$ cat src/tesio_pkg.sv
// Constants, register map and types of the trigger and exposure sync block
package tesio_pkg;
  // Register byte offsets
  localparam logic [7:0] TESIO_REG_CTRL    = 8'h00;
  localparam logic [7:0] TESIO_REG_DELAY   = 8'h04;
  localparam logic [7:0] TESIO_REG_EXPO    = 8'h08;
  localparam logic [7:0] TESIO_REG_ROWS    = 8'h0C;
  localparam logic [7:0] TESIO_REG_ROWLEN  = 8'h10;
  localparam logic [7:0] TESIO_REG_OUTSEL  = 8'h14;
  localparam logic [7:0] TESIO_REG_STROBE  = 8'h18;
  localparam logic [7:0] TESIO_REG_STATUS  = 8'h1C;
  localparam logic [7:0] TESIO_REG_SWTRIG  = 8'h20;
  // CTRL fields
  localparam int TESIO_CTRL_MODE_LSB = 0;  // 2 bits trigger mode
  localparam int TESIO_CTRL_SRC_LSB  = 2;  // 2 bits trigger source
  localparam int TESIO_CTRL_GPO_BIT  = 4;  // software output level
  localparam int TESIO_CTRL_EN_BIT   = 5;  // trigger enable
  // OUTSEL fields: out1 select [2:0], out1 invert [3], out2 select [6:4], out2 invert [7]
  localparam int TESIO_OSEL_W        = 4;
  // STROBE fields: source [2:0], delay [15:8], width [31:16]
  localparam int TESIO_STB_DLY_LSB   = 8;
  localparam int TESIO_STB_WID_LSB   = 16;
  // Reset values
  localparam logic [31:0] TESIO_CTRL_RST   = 32'h0000_0000;
  localparam logic [31:0] TESIO_EXPO_RST   = 32'h0000_0400;
  localparam logic [31:0] TESIO_ROWS_RST   = 32'h0000_0010;
  localparam logic [31:0] TESIO_ROWLEN_RST = 32'h0000_0040;
  localparam logic [31:0] TESIO_OSEL_RST   = 32'h0000_0010;
  localparam logic [31:0] TESIO_STB_RST    = 32'h0004_0000;
  // Trigger path delays in ns at a 125 MHz clock
  localparam int TESIO_CLK_NS      = 8;
  localparam int TESIO_TPD_ISO_NS  = 200;
  localparam int TESIO_TPD_NISO_NS = 40;
  localparam int TESIO_TPD_ISO_CYC  = TESIO_TPD_ISO_NS / TESIO_CLK_NS;
  localparam int TESIO_TPD_NISO_CYC = TESIO_TPD_NISO_NS / TESIO_CLK_NS;
  localparam logic [7:0] TESIO_TPD_ISO  = 8'(TESIO_TPD_ISO_CYC);
  localparam logic [7:0] TESIO_TPD_NISO = 8'(TESIO_TPD_NISO_CYC);
  // Trigger recognition modes
  typedef enum logic [1:0] {
    TESIO_MODE_RISE  = 2'h0,
    TESIO_MODE_FALL  = 2'h1,
    TESIO_MODE_ANY   = 2'h2,
    TESIO_MODE_LEVEL = 2'h3
  } tesio_mode_e;
  // Trigger sources
  typedef enum logic [1:0] {
    TESIO_SRC_ISO  = 2'h0,
    TESIO_SRC_NISO = 2'h1,
    TESIO_SRC_SW   = 2'h2,
    TESIO_SRC_OFF  = 2'h3
  } tesio_src_e;
  // Output signal selections
  typedef enum logic [2:0] {
    TESIO_OUT_EXPOSING = 3'h0,
    TESIO_OUT_READY    = 3'h1,
    TESIO_OUT_RELAY    = 3'h2,
    TESIO_OUT_READOUT  = 3'h3,
    TESIO_OUT_IMAGING  = 3'h4,
    TESIO_OUT_STROBE   = 3'h5,
    TESIO_OUT_GPO      = 3'h6,
    TESIO_OUT_IDLE     = 3'h7
  } tesio_osel_e;
  // Exposure sequencer states
  typedef enum logic [2:0] {
    TESIO_ST_WAIT  = 3'b001,
    TESIO_ST_DELAY = 3'b010,
    TESIO_ST_EXPO  = 3'b100
  } tesio_state_e;
endpackage : tesio_pkg

$ cat src/tesio_core.sv
// Trigger qualification, exposure and readout sequencing, output routing, APB slave
`timescale 1ns/1ps
module tesio_core
  import tesio_pkg::*;
(
  input  wire logic        ref_clk,
  input  wire logic        resetn,
  input  wire logic        psel,
  input  wire logic        penable,
  input  wire logic        pwrite,
  input  wire logic [7:0]  paddr,
  input  wire logic [31:0] pwdata,
  output logic      [31:0] prdata,
  output logic             pready,
  output logic             pslverr,
  input  wire logic        trig_in_iso,
  input  wire logic        trig_in_niso,
  output logic             sync_out1,
  output logic             sync_out2
);

  typedef struct packed {
    logic [31:0]  ctrl;
    logic [31:0]  delay;
    logic [31:0]  expo;
    logic [31:0]  rows;
    logic [31:0]  rowlen;
    logic [31:0]  osel;
    logic [31:0]  stb;
    logic [31:0]  prdata;
    logic         pready;
    logic         pslverr;
    logic         swtrig;
    logic         raw_prev;
    logic [7:0]   tpd_cnt;
    logic         logic_trig;
    logic         trig_prev;
    tesio_state_e st;
    logic [31:0]  cnt;
    logic         reading;
    logic [31:0]  row_cnt;
    logic [31:0]  rows_left;
    logic [31:0]  ro_left;
    logic         stb_ev_prev;
    logic [7:0]   stb_dly;
    logic [15:0]  stb_wid;
    logic         stb_arm;
    logic         strobe;
    logic         out1;
    logic         out2;
  } tesio_s;

  tesio_s q;
  tesio_s d;

  logic        apb_acc;
  logic        apb_wr;
  logic        raw;
  logic        sel_in;
  logic        event_hit;
  logic        exposing;
  logic        imaging;
  logic        ready;
  logic        row_edge;
  logic        ro_done;
  logic [31:0] start_gap;
  logic [7:0]  tpd_cyc;
  logic [7:0]  srcv;
  logic        stb_ev;
  logic        hit;
  tesio_mode_e mode;
  tesio_src_e  src;

  // Status decode
  always_comb begin
    mode      = tesio_mode_e'(q.ctrl[TESIO_CTRL_MODE_LSB +: 2]);
    src       = tesio_src_e'(q.ctrl[TESIO_CTRL_SRC_LSB +: 2]);
    apb_acc   = psel && penable && !q.pready;
    apb_wr    = apb_acc && pwrite;
    exposing  = (q.st == TESIO_ST_EXPO);
    imaging   = exposing || q.reading;
    // Next exposure must end no earlier than the running readout
    start_gap = (q.ro_left > q.expo) ? (q.ro_left - q.expo) : 32'h0000_0000;
    row_edge  = (q.row_cnt == 32'h0000_0000);
    ready     = (q.st == TESIO_ST_WAIT) && q.ctrl[TESIO_CTRL_EN_BIT]
                && (start_gap == 32'h0000_0000);
    ro_done   = q.reading && row_edge && (q.rows_left <= 32'h0000_0001);
  end

  // Source selection and edge or level recognition
  always_comb begin
    case (src)
      TESIO_SRC_ISO:  begin sel_in = trig_in_iso;  tpd_cyc = TESIO_TPD_ISO;  end
      TESIO_SRC_NISO: begin sel_in = trig_in_niso; tpd_cyc = TESIO_TPD_NISO; end
      TESIO_SRC_SW:   begin sel_in = q.swtrig;     tpd_cyc = 8'h01;          end
      default:        begin sel_in = 1'b0;         tpd_cyc = 8'h01;          end
    endcase
    raw = sel_in;
    case (mode)
      TESIO_MODE_RISE:  event_hit = q.logic_trig && !q.trig_prev;
      TESIO_MODE_FALL:  event_hit = !q.logic_trig && q.trig_prev;
      TESIO_MODE_ANY:   event_hit = q.logic_trig != q.trig_prev;
      TESIO_MODE_LEVEL: event_hit = q.logic_trig;
      default:          event_hit = 1'b0;
    endcase
  end

  // Strobe event source and output routing values
  always_comb begin
    srcv = {!imaging, q.ctrl[TESIO_CTRL_GPO_BIT], q.strobe, imaging, q.reading,
            q.logic_trig, ready, exposing};
    stb_ev = srcv[q.stb[2:0]];
  end

  // Next state of the whole block
  always_comb begin
    d = q;
    d.pready  = 1'b0;
    d.pslverr = 1'b0;
    d.swtrig  = 1'b0;
    d.raw_prev = raw;
    // Logic trigger follows the input after the selected path delay
    // A one-cycle software pulse would keep reloading the counter, so it bypasses it
    if (src == TESIO_SRC_SW) begin
      d.tpd_cnt    = 8'h00;
      d.logic_trig = raw;
    end else if (raw != q.raw_prev) begin
      d.tpd_cnt = tpd_cyc;
    end else if (q.tpd_cnt != 8'h00) begin
      d.tpd_cnt = q.tpd_cnt - 8'h01;
      if (q.tpd_cnt == 8'h01) begin
        d.logic_trig = raw;
      end
    end
    d.trig_prev = q.logic_trig;
    // Row timer runs while reading out
    if (q.reading) begin
      d.row_cnt = row_edge ? (q.rowlen - 32'h0000_0001) : (q.row_cnt - 32'h0000_0001);
      if (q.ro_left != 32'h0000_0000) begin
        d.ro_left = q.ro_left - 32'h0000_0001;
      end
      if (row_edge) begin
        d.rows_left = q.rows_left - 32'h0000_0001;
      end
      if (ro_done) begin
        d.reading = 1'b0;
        d.ro_left = 32'h0000_0000;
      end
    end
    // Exposure sequencer
    case (q.st)
      TESIO_ST_WAIT: begin
        hit = event_hit && ready;
        if (hit) begin
          d.st  = TESIO_ST_DELAY;
          d.cnt = q.delay;
        end
      end
      TESIO_ST_DELAY: begin
        hit = 1'b0;
        if (q.cnt != 32'h0000_0000) begin
          d.cnt = q.cnt - 32'h0000_0001;
        end else if (!q.reading || row_edge) begin
          d.st  = TESIO_ST_EXPO;
          d.cnt = q.expo;
        end
      end
      TESIO_ST_EXPO: begin
        hit = 1'b0;
        if (q.cnt > 32'h0000_0001) begin
          d.cnt = q.cnt - 32'h0000_0001;
        end else begin
          d.st        = TESIO_ST_WAIT;
          d.reading   = 1'b1;
          d.row_cnt   = q.rowlen - 32'h0000_0001;
          d.rows_left = q.rows;
          d.ro_left   = q.rows * q.rowlen;
        end
      end
      default: begin
        hit  = 1'b0;
        d.st = TESIO_ST_WAIT;
      end
    endcase
    // Strobe pulse: delay then width after the chosen event rises
    d.stb_ev_prev = stb_ev;
    if (stb_ev && !q.stb_ev_prev && !q.stb_arm && !q.strobe) begin
      d.stb_arm = 1'b1;
      d.stb_dly = q.stb[TESIO_STB_DLY_LSB +: 8];
    end else if (q.stb_arm) begin
      if (q.stb_dly != 8'h00) begin
        d.stb_dly = q.stb_dly - 8'h01;
      end else begin
        d.stb_arm = 1'b0;
        d.strobe  = (q.stb[TESIO_STB_WID_LSB +: 16] != 16'h0000);
        d.stb_wid = q.stb[TESIO_STB_WID_LSB +: 16];
      end
    end else if (q.strobe) begin
      d.stb_wid = q.stb_wid - 16'h0001;
      if (q.stb_wid <= 16'h0001) begin
        d.strobe = 1'b0;
      end
    end
    // Output pins: select, then apply polarity
    d.out1 = srcv[q.osel[2:0]] ^ q.osel[3];
    d.out2 = srcv[q.osel[TESIO_OSEL_W +: 3]] ^ q.osel[TESIO_OSEL_W + 3];
    // APB register access, answered after one wait state
    if (apb_acc) begin
      d.pready = 1'b1;
      d.prdata = 32'h0000_0000;
      case (paddr)
        TESIO_REG_CTRL:   if (apb_wr) d.ctrl   = pwdata; else d.prdata = q.ctrl;
        TESIO_REG_DELAY:  if (apb_wr) d.delay  = pwdata; else d.prdata = q.delay;
        TESIO_REG_EXPO:   if (apb_wr) d.expo   = pwdata; else d.prdata = q.expo;
        TESIO_REG_ROWS:   if (apb_wr) d.rows   = pwdata; else d.prdata = q.rows;
        TESIO_REG_ROWLEN: if (apb_wr) d.rowlen = pwdata; else d.prdata = q.rowlen;
        TESIO_REG_OUTSEL: if (apb_wr) d.osel   = pwdata; else d.prdata = q.osel;
        TESIO_REG_STROBE: if (apb_wr) d.stb    = pwdata; else d.prdata = q.stb;
        TESIO_REG_STATUS: begin
          if (apb_wr) begin
            d.pslverr = 1'b1;
          end else begin
            d.prdata = {24'h00_0000, !imaging, q.strobe, q.logic_trig, imaging,
                        q.reading, ready, exposing, q.ctrl[TESIO_CTRL_GPO_BIT]};
          end
        end
        TESIO_REG_SWTRIG: begin
          if (apb_wr) begin
            d.swtrig = pwdata[0];
          end
        end
        default: d.pslverr = 1'b1;
      endcase
    end
    if (q.rowlen == 32'h0000_0000) begin
      d.rowlen = 32'h0000_0001;
    end
  end

  // State register
  always_ff @(posedge ref_clk) begin
    if (!resetn) begin
      q        <= '0;
      q.ctrl   <= TESIO_CTRL_RST;
      q.expo   <= TESIO_EXPO_RST;
      q.rows   <= TESIO_ROWS_RST;
      q.rowlen <= TESIO_ROWLEN_RST;
      q.osel   <= TESIO_OSEL_RST;
      q.stb    <= TESIO_STB_RST;
      q.st     <= TESIO_ST_WAIT;
    end else begin
      q <= d;
    end
  end

  // Ports from flip-flops
  assign prdata    = q.prdata;
  assign pready    = q.pready;
  assign pslverr   = q.pslverr;
  assign sync_out1 = q.out1;
  assign sync_out2 = q.out2;

endmodule : tesio_core

$ cat config.mk
export PLATFORM = sky130hd
export DESIGN_NAME = tesio_core
export DESIGN_NICKNAME = d
export VERILOG_FILES = /design/src/tesio_pkg.sv /design/src/tesio_core.sv
export SDC_FILE = /design/constraint.sdc
export NUM_CORES = 2
export LEC_CHECK = 0
export BUFFER_PORTS_ARGS = -buffer_cell sky130_fd_sc_hd__buf_2
export CELL_PAD_IN_SITES_DETAIL_PLACEMENT = 1
export CELL_PAD_IN_SITES_GLOBAL_PLACEMENT = 1
export CORE_MARGIN = 2
export CORE_UTILIZATION = 49
export CTS_CLUSTER_DIAMETER = 120
export DETAILED_ROUTE_END_ITERATION = 12
export HOLD_SLACK_MARGIN = 0.12
export PLACE_DENSITY_LB_ADDON = 0.1
export SYNTH_ARGS = -nofsm -noshare
export SYNTH_HDL_FRONTEND = slang
export SYNTH_SLANG_ARGS = --single-unit
export TNS_END_PERCENT = 20
$ cat constraint.sdc
create_clock -name ref_clk -period 9 [get_ports ref_clk]
set_input_delay 0.45 -clock ref_clk [delete_from_list [all_inputs] [get_ports ref_clk]]
set_output_delay 0.45 -clock ref_clk [all_outputs]
set_load 0.1 [all_outputs]
# Yosys cells after proc, flatten, opt, wreduce, memory -nomap -nowiden
# Cells that the tools add are included.
[word_totals]
reg_bits = 431
in_bits = 47
out_inout_bits = 36
elab_cells = 203
[op_classes]
n_addsub = 9
n_mul = 1
magnitude_cmp = 7
n_eq_ne = 27
mux = 63
n_bitwise = 4
reduce_logical = 63
[op_table]
columns = ["op", "count"]
rows = [
  ["32-bit two-way mux", 18],
  ["97-bit two-way mux", 3],
  ["32-bit one-hot mux with 8 select lines", 1],
  ["32-bit by 1-bit subtractor with 32-bit output (second input constant)", 5],
  ["106-bit two-way mux", 1],
  ["32-bit zero test", 3],
  ["32-bit one-hot mux with 3 select lines", 1],
  ["35-bit two-way mux", 2],
  ["32-bit nonzero test", 2],
  ["8-bit two-way mux", 5],
  ["8-bit by 5-bit equality test with 1-bit output (second input constant)", 4],
  ["32-bit by 1-bit greater-than comparator with 1-bit output (second input constant)", 1],
  ["32-bit greater-than comparator", 1],
  ["32-bit by 1-bit less-or-equal comparator with 1-bit output (second input constant)", 1],
  ["32-bit by 32-bit multiplier with 32-bit output", 1],
  ["16-bit two-way mux", 2],
  ["32-bit subtractor", 1],
  ["3-bit AND reduction", 10],
  ["7-bit two-way mux", 3],
  ["18-bit two-way mux", 1],
  ["2-bit nonzero test", 9],
  ["8-bit by 4-bit equality test with 1-bit output (second input constant)", 2],
  ["16-bit by 1-bit less-or-equal comparator with 1-bit output (second input constant)", 1],
  ["16-bit nonzero test", 1],
  ["37 further kinds", 95],
]

# Longest topological paths before layout
[depth]
ltp_word = 11
mapped_depth = 28
ltp_nobuf = 26

# Worst setup path before layout
# No wires, ideal clock.
[synth_path]
path_type = "reg-to-reg"
from = "register q[278] (netlist name)"
to = "register q[59] (netlist name)"
setup_ps = 133
t_arrival_ps = 6972
required_time_ps = 8867
setup_slack_ps = 1895
stages_incl_launch_ff = 26
path_buffers = 2
synth_period_minus_slack_ps = 7105
path_cell_list = "dfxtp_1 > clkbuf_1 > clkbuf_1 > and2_1 > fa_1 > fa_1 > fa_1 > inv_1 > fa_1 > inv_1 > fa_1 > inv_1 > fa_1 > inv_1 > fa_1 > fa_1 > ha_1 > a2111o_1 > nor3_1 > nand3_1 > a31oi_1 > o311ai_0 > a31o_2 > a21oi_1 > xor2_1 > a21oi_1"
[synth_between]
elab_chain_len = 3
[synth_lines]
columns = ["element", "line_no", "text"]
rows = [
  ["start: declaration", "tesio_core.sv:53", "tesio_s q;"],
  ["32-bit by 32-bit multiplier with 32-bit output", "tesio_core.sv:177", "d.ro_left = q.rows * q.rowlen;"],
  ["97-bit two-way mux", "tesio_core.sv:170", "if (q.cnt > 32'h0000_0001) begin"],
  ["97-bit two-way mux", "tesio_core.sv:151", "case (q.st)"],
]
# Every way passes these cells.
# A chain may end at the register's enable or synchronous reset.

# Worst setup path after layout
[layout_path]
from = "register q[277] (netlist name)"
to = "register q[59] (netlist name)"
# The elaborated chain is that of the path after synthesis.

==> out/metrics.cfg <==
[run_status]
status=completed

[power_and_ir_drop]
cellLeakagePower_nw=18.0
p_per_area_nw_per_um2=104
peakVddDrop_mv=0.145
power_mw=4.37

[die]
die_area_um2=82100
die_x_um=287
rows=103
core-area_um2=79000
die_height_um=287
num_io_pins=83
initial_utilization_pct=49.5

[worst_setup_path]
path_cells=buf_4 -> and2_1 -> fa_1 -> fa_1 -> fa_1 -> inv_1 -> fa_1 -> inv_1 -> fa_1 -> fa_1 -> fa_1 -> fa_1 -> ha_1 -> a2111o_1 -> nor3_1 -> nand3_1 -> a31oi_1 -> o311ai_0 -> a31o_2 -> a21oi_1 -> xor2_1 -> a21oi_1
cpPeakStageDelay_ns=0.60
r2r-start=q[277]
crit_top_cell=fa_1
start_kind=flip-flop
path_buf_inv=3
required_ns=9.47
worstPathArrival_ns=8.26
cp-startpoint=q[277]
cp_max_fo=17
crit_family=adder cells
endpoint_kind=flip-flop
crit_path_top_delay_cell=dfxtp_1
timing_worst_setup_path_type=reg -> reg

[yosys]
synth-seq-area-share_pct=22.1
syn-num-nets=5486
synth.distinct_cells=86
synth_common_cells=886 x nand2_1, 455 x inv_1, 431 x dfxtp_1
synth.cell_area_um2=39100
synth_cells=4859
synthFlopType=dfxtp_1
synth_edf_count=0
synth_area_leaders=dfxtp_1 22%, fa_1 21%, nand2_1 8.5%
ys_async_sr_fraction_pct=0
syn_avg_cell_area_um2=8.05
yosys_warnings=0
synth.most_common_cell=nand2_1
yosysTopAreaCell=dfxtp_1
synth_top_area_share_pct=22.1
synth-seq-cells=431

[clock_tree]
cts_tree=yes
cts_root_buffer=clkbuf_16
ctsResizeCount=0
postCtsSetupBuffers=0
cts_buffer_depth=3
cts_max_level=2
cts-buffers-inserted=52
cts_hold_buf=0
clk_pin_slew_worst_paths_ns=0.06
cts_sinks=431
clk_latency_ns=0.64

[grt]
first_global_vias=37500
grt_pass1_wl_um=233000
antenna_found_initial=1
gr-total-overflow=0
grt_use_total_pct=37.4
grt_max_degree=156

[cells_and_area]
final_layout_size_suffix_gt1_share_pct=6.76
layout.nets=5351
num-fill-cells=9549
syn2layout_area_growth_pct=7.13

[sta]
setup_viol=0
maxSlewHeadroom_pct=19.1
period_minus_slack_ns=7.79
max_freq_mhz=128
finalHoldViolations=0
worstMarginPinSlew_ns=1.21
rsz0062_at_grt=false
finClkSkew_ns=0.0272
layout_worst_path_cycle_share_pct=86.5
maxSlewViolCount=0
setup_tns_ns=0

[drt]
postRouteWirelength_um=153000
wl_per_cell_um=26.4
viasPerCell=6.22
drt_iter0_drc=3297
dr.pass1.iters=10
drc=0
ant_nets=0
vias=36200

[placed_design]
portBuffers=82
dpl.hpwl_um=112000
place.gp.congestion=0.931

[flow_run]
max_cap_viol_count=0

[worst_hold_path]
worstHoldStart=pwdata[24]
hp-class=in -> reg

==> power breakdown <==
group	switching [mW]	internal (mW)
registers	0.0104	1.91
logic	0.146	0.0477
clock network	0.946	1.31
==> final cells by class <==
class                      instances  area [um^2]  share of cell area (%)
multi-input combinational       3613        27300                    65.3
sequential                       431         8630                    20.6
inverter                         455         1720                    4.09
clock buffer                      70         1490                    3.55
tap                             1050         1310                    3.14
timing repair buffer             171         1090                    2.61
clock inverter                    25          305                   0.729
antenna                            2         5.00                  0.0119
==> logic make-up (layout without fill, tap and decap cells) <==
family / Yosys count / after routing / synth area share [%]
multiplexers: 30 / 30 / 0.829
flip-flops: 431 / 431 / 22.1
AO/OA/AOI/OAI: 962 / 962 / 16.0
AND/OR/NAND/NOR: 1825 / 1825 / 21.7
adder cells (fa/ha/maj): 580 / 580 / 26.4
XOR/XNOR: 216 / 216 / 4.84
other: 0 / 2 / 0
buffers and inverters: 815 / 721 / 8.22
==> metrics by stage <==
stage / util, % / cell area [um^2] / setup slack, ns / hold WS (ns) / instances
after floorplan: - / 39100 / 1.90 / 0.436 / 4859
after global placement: 50.8 / 40100 / 1.47 / 0.442 / 5720
after detailed placement: 50.8 / 40100 / 1.31 / 0.450 / 5720
after CTS: 53.0 / 41900 / 1.24 / 0.121 / 5815
after global routing: 53.0 / 41900 / 0.855 / 0.146 / 5815
final: 53.0 / 41900 / 1.21 / 0.156 / 5817
==> worst paths after layout <==
kind / endpoint / slack, ns / cells past startpoint
worst max-delay path: q[59] / 1.21 / 22
worst min-delay path: q[263] / 0.16 / 3
worst max register to register: q[59] / 1.21 / 22
worst min register to register: q[259] / 0.46 / 2
==> per-layer routing <==
metal | share of wire (%) | global-route usage, % | vias to the layer above
li1 | - | - | 15800
met1 | 41 | 49.2 | 18400
met2 | 45 | 59.9 | 1548
met3 | 7.8 | 6.14 | 400
met4 | 5.6 | 17.9 | 2
met5 | 0.0085 | 0 | -
==> sequential cells by signal (all words and copies together) (netlist names) <==
signal / cells
d: 1
pslverr: 1
prdata: 32
pready: 1
q: 392
sync_out1: 1
sync_out2: 1
mode: 2
==> worst register-to-register path: stages, from the launching register on <==
cell      delay, ns
dfxtp_1        0.60
buf_4          0.35
and2_1         0.20
fa_1           0.44
fa_1           0.49
fa_1           0.53
inv_1          0.06
fa_1           0.48
inv_1          0.05
fa_1           0.48
fa_1           0.57
fa_1           0.44
fa_1           0.45
ha_1           0.34
a2111o_1       0.42
nor3_1         0.21
nand3_1        0.14
a31oi_1        0.44
o311ai_0       0.24
a31o_2         0.27
a21oi_1        0.17
xor2_1         0.17
a21oi_1        0.09
==> placed cells by master (no fill, tap or decap), drive strengths merged, types with 139 or more instances in the layout <==
cell,instances
a21oi,370
dfxtp,431
inv,458
ha,171
buf,171
and2,301
nand2,886
nor2,275
xnor2,139
fa,409
No activity file was read; power rests on OpenSTA's default activity.
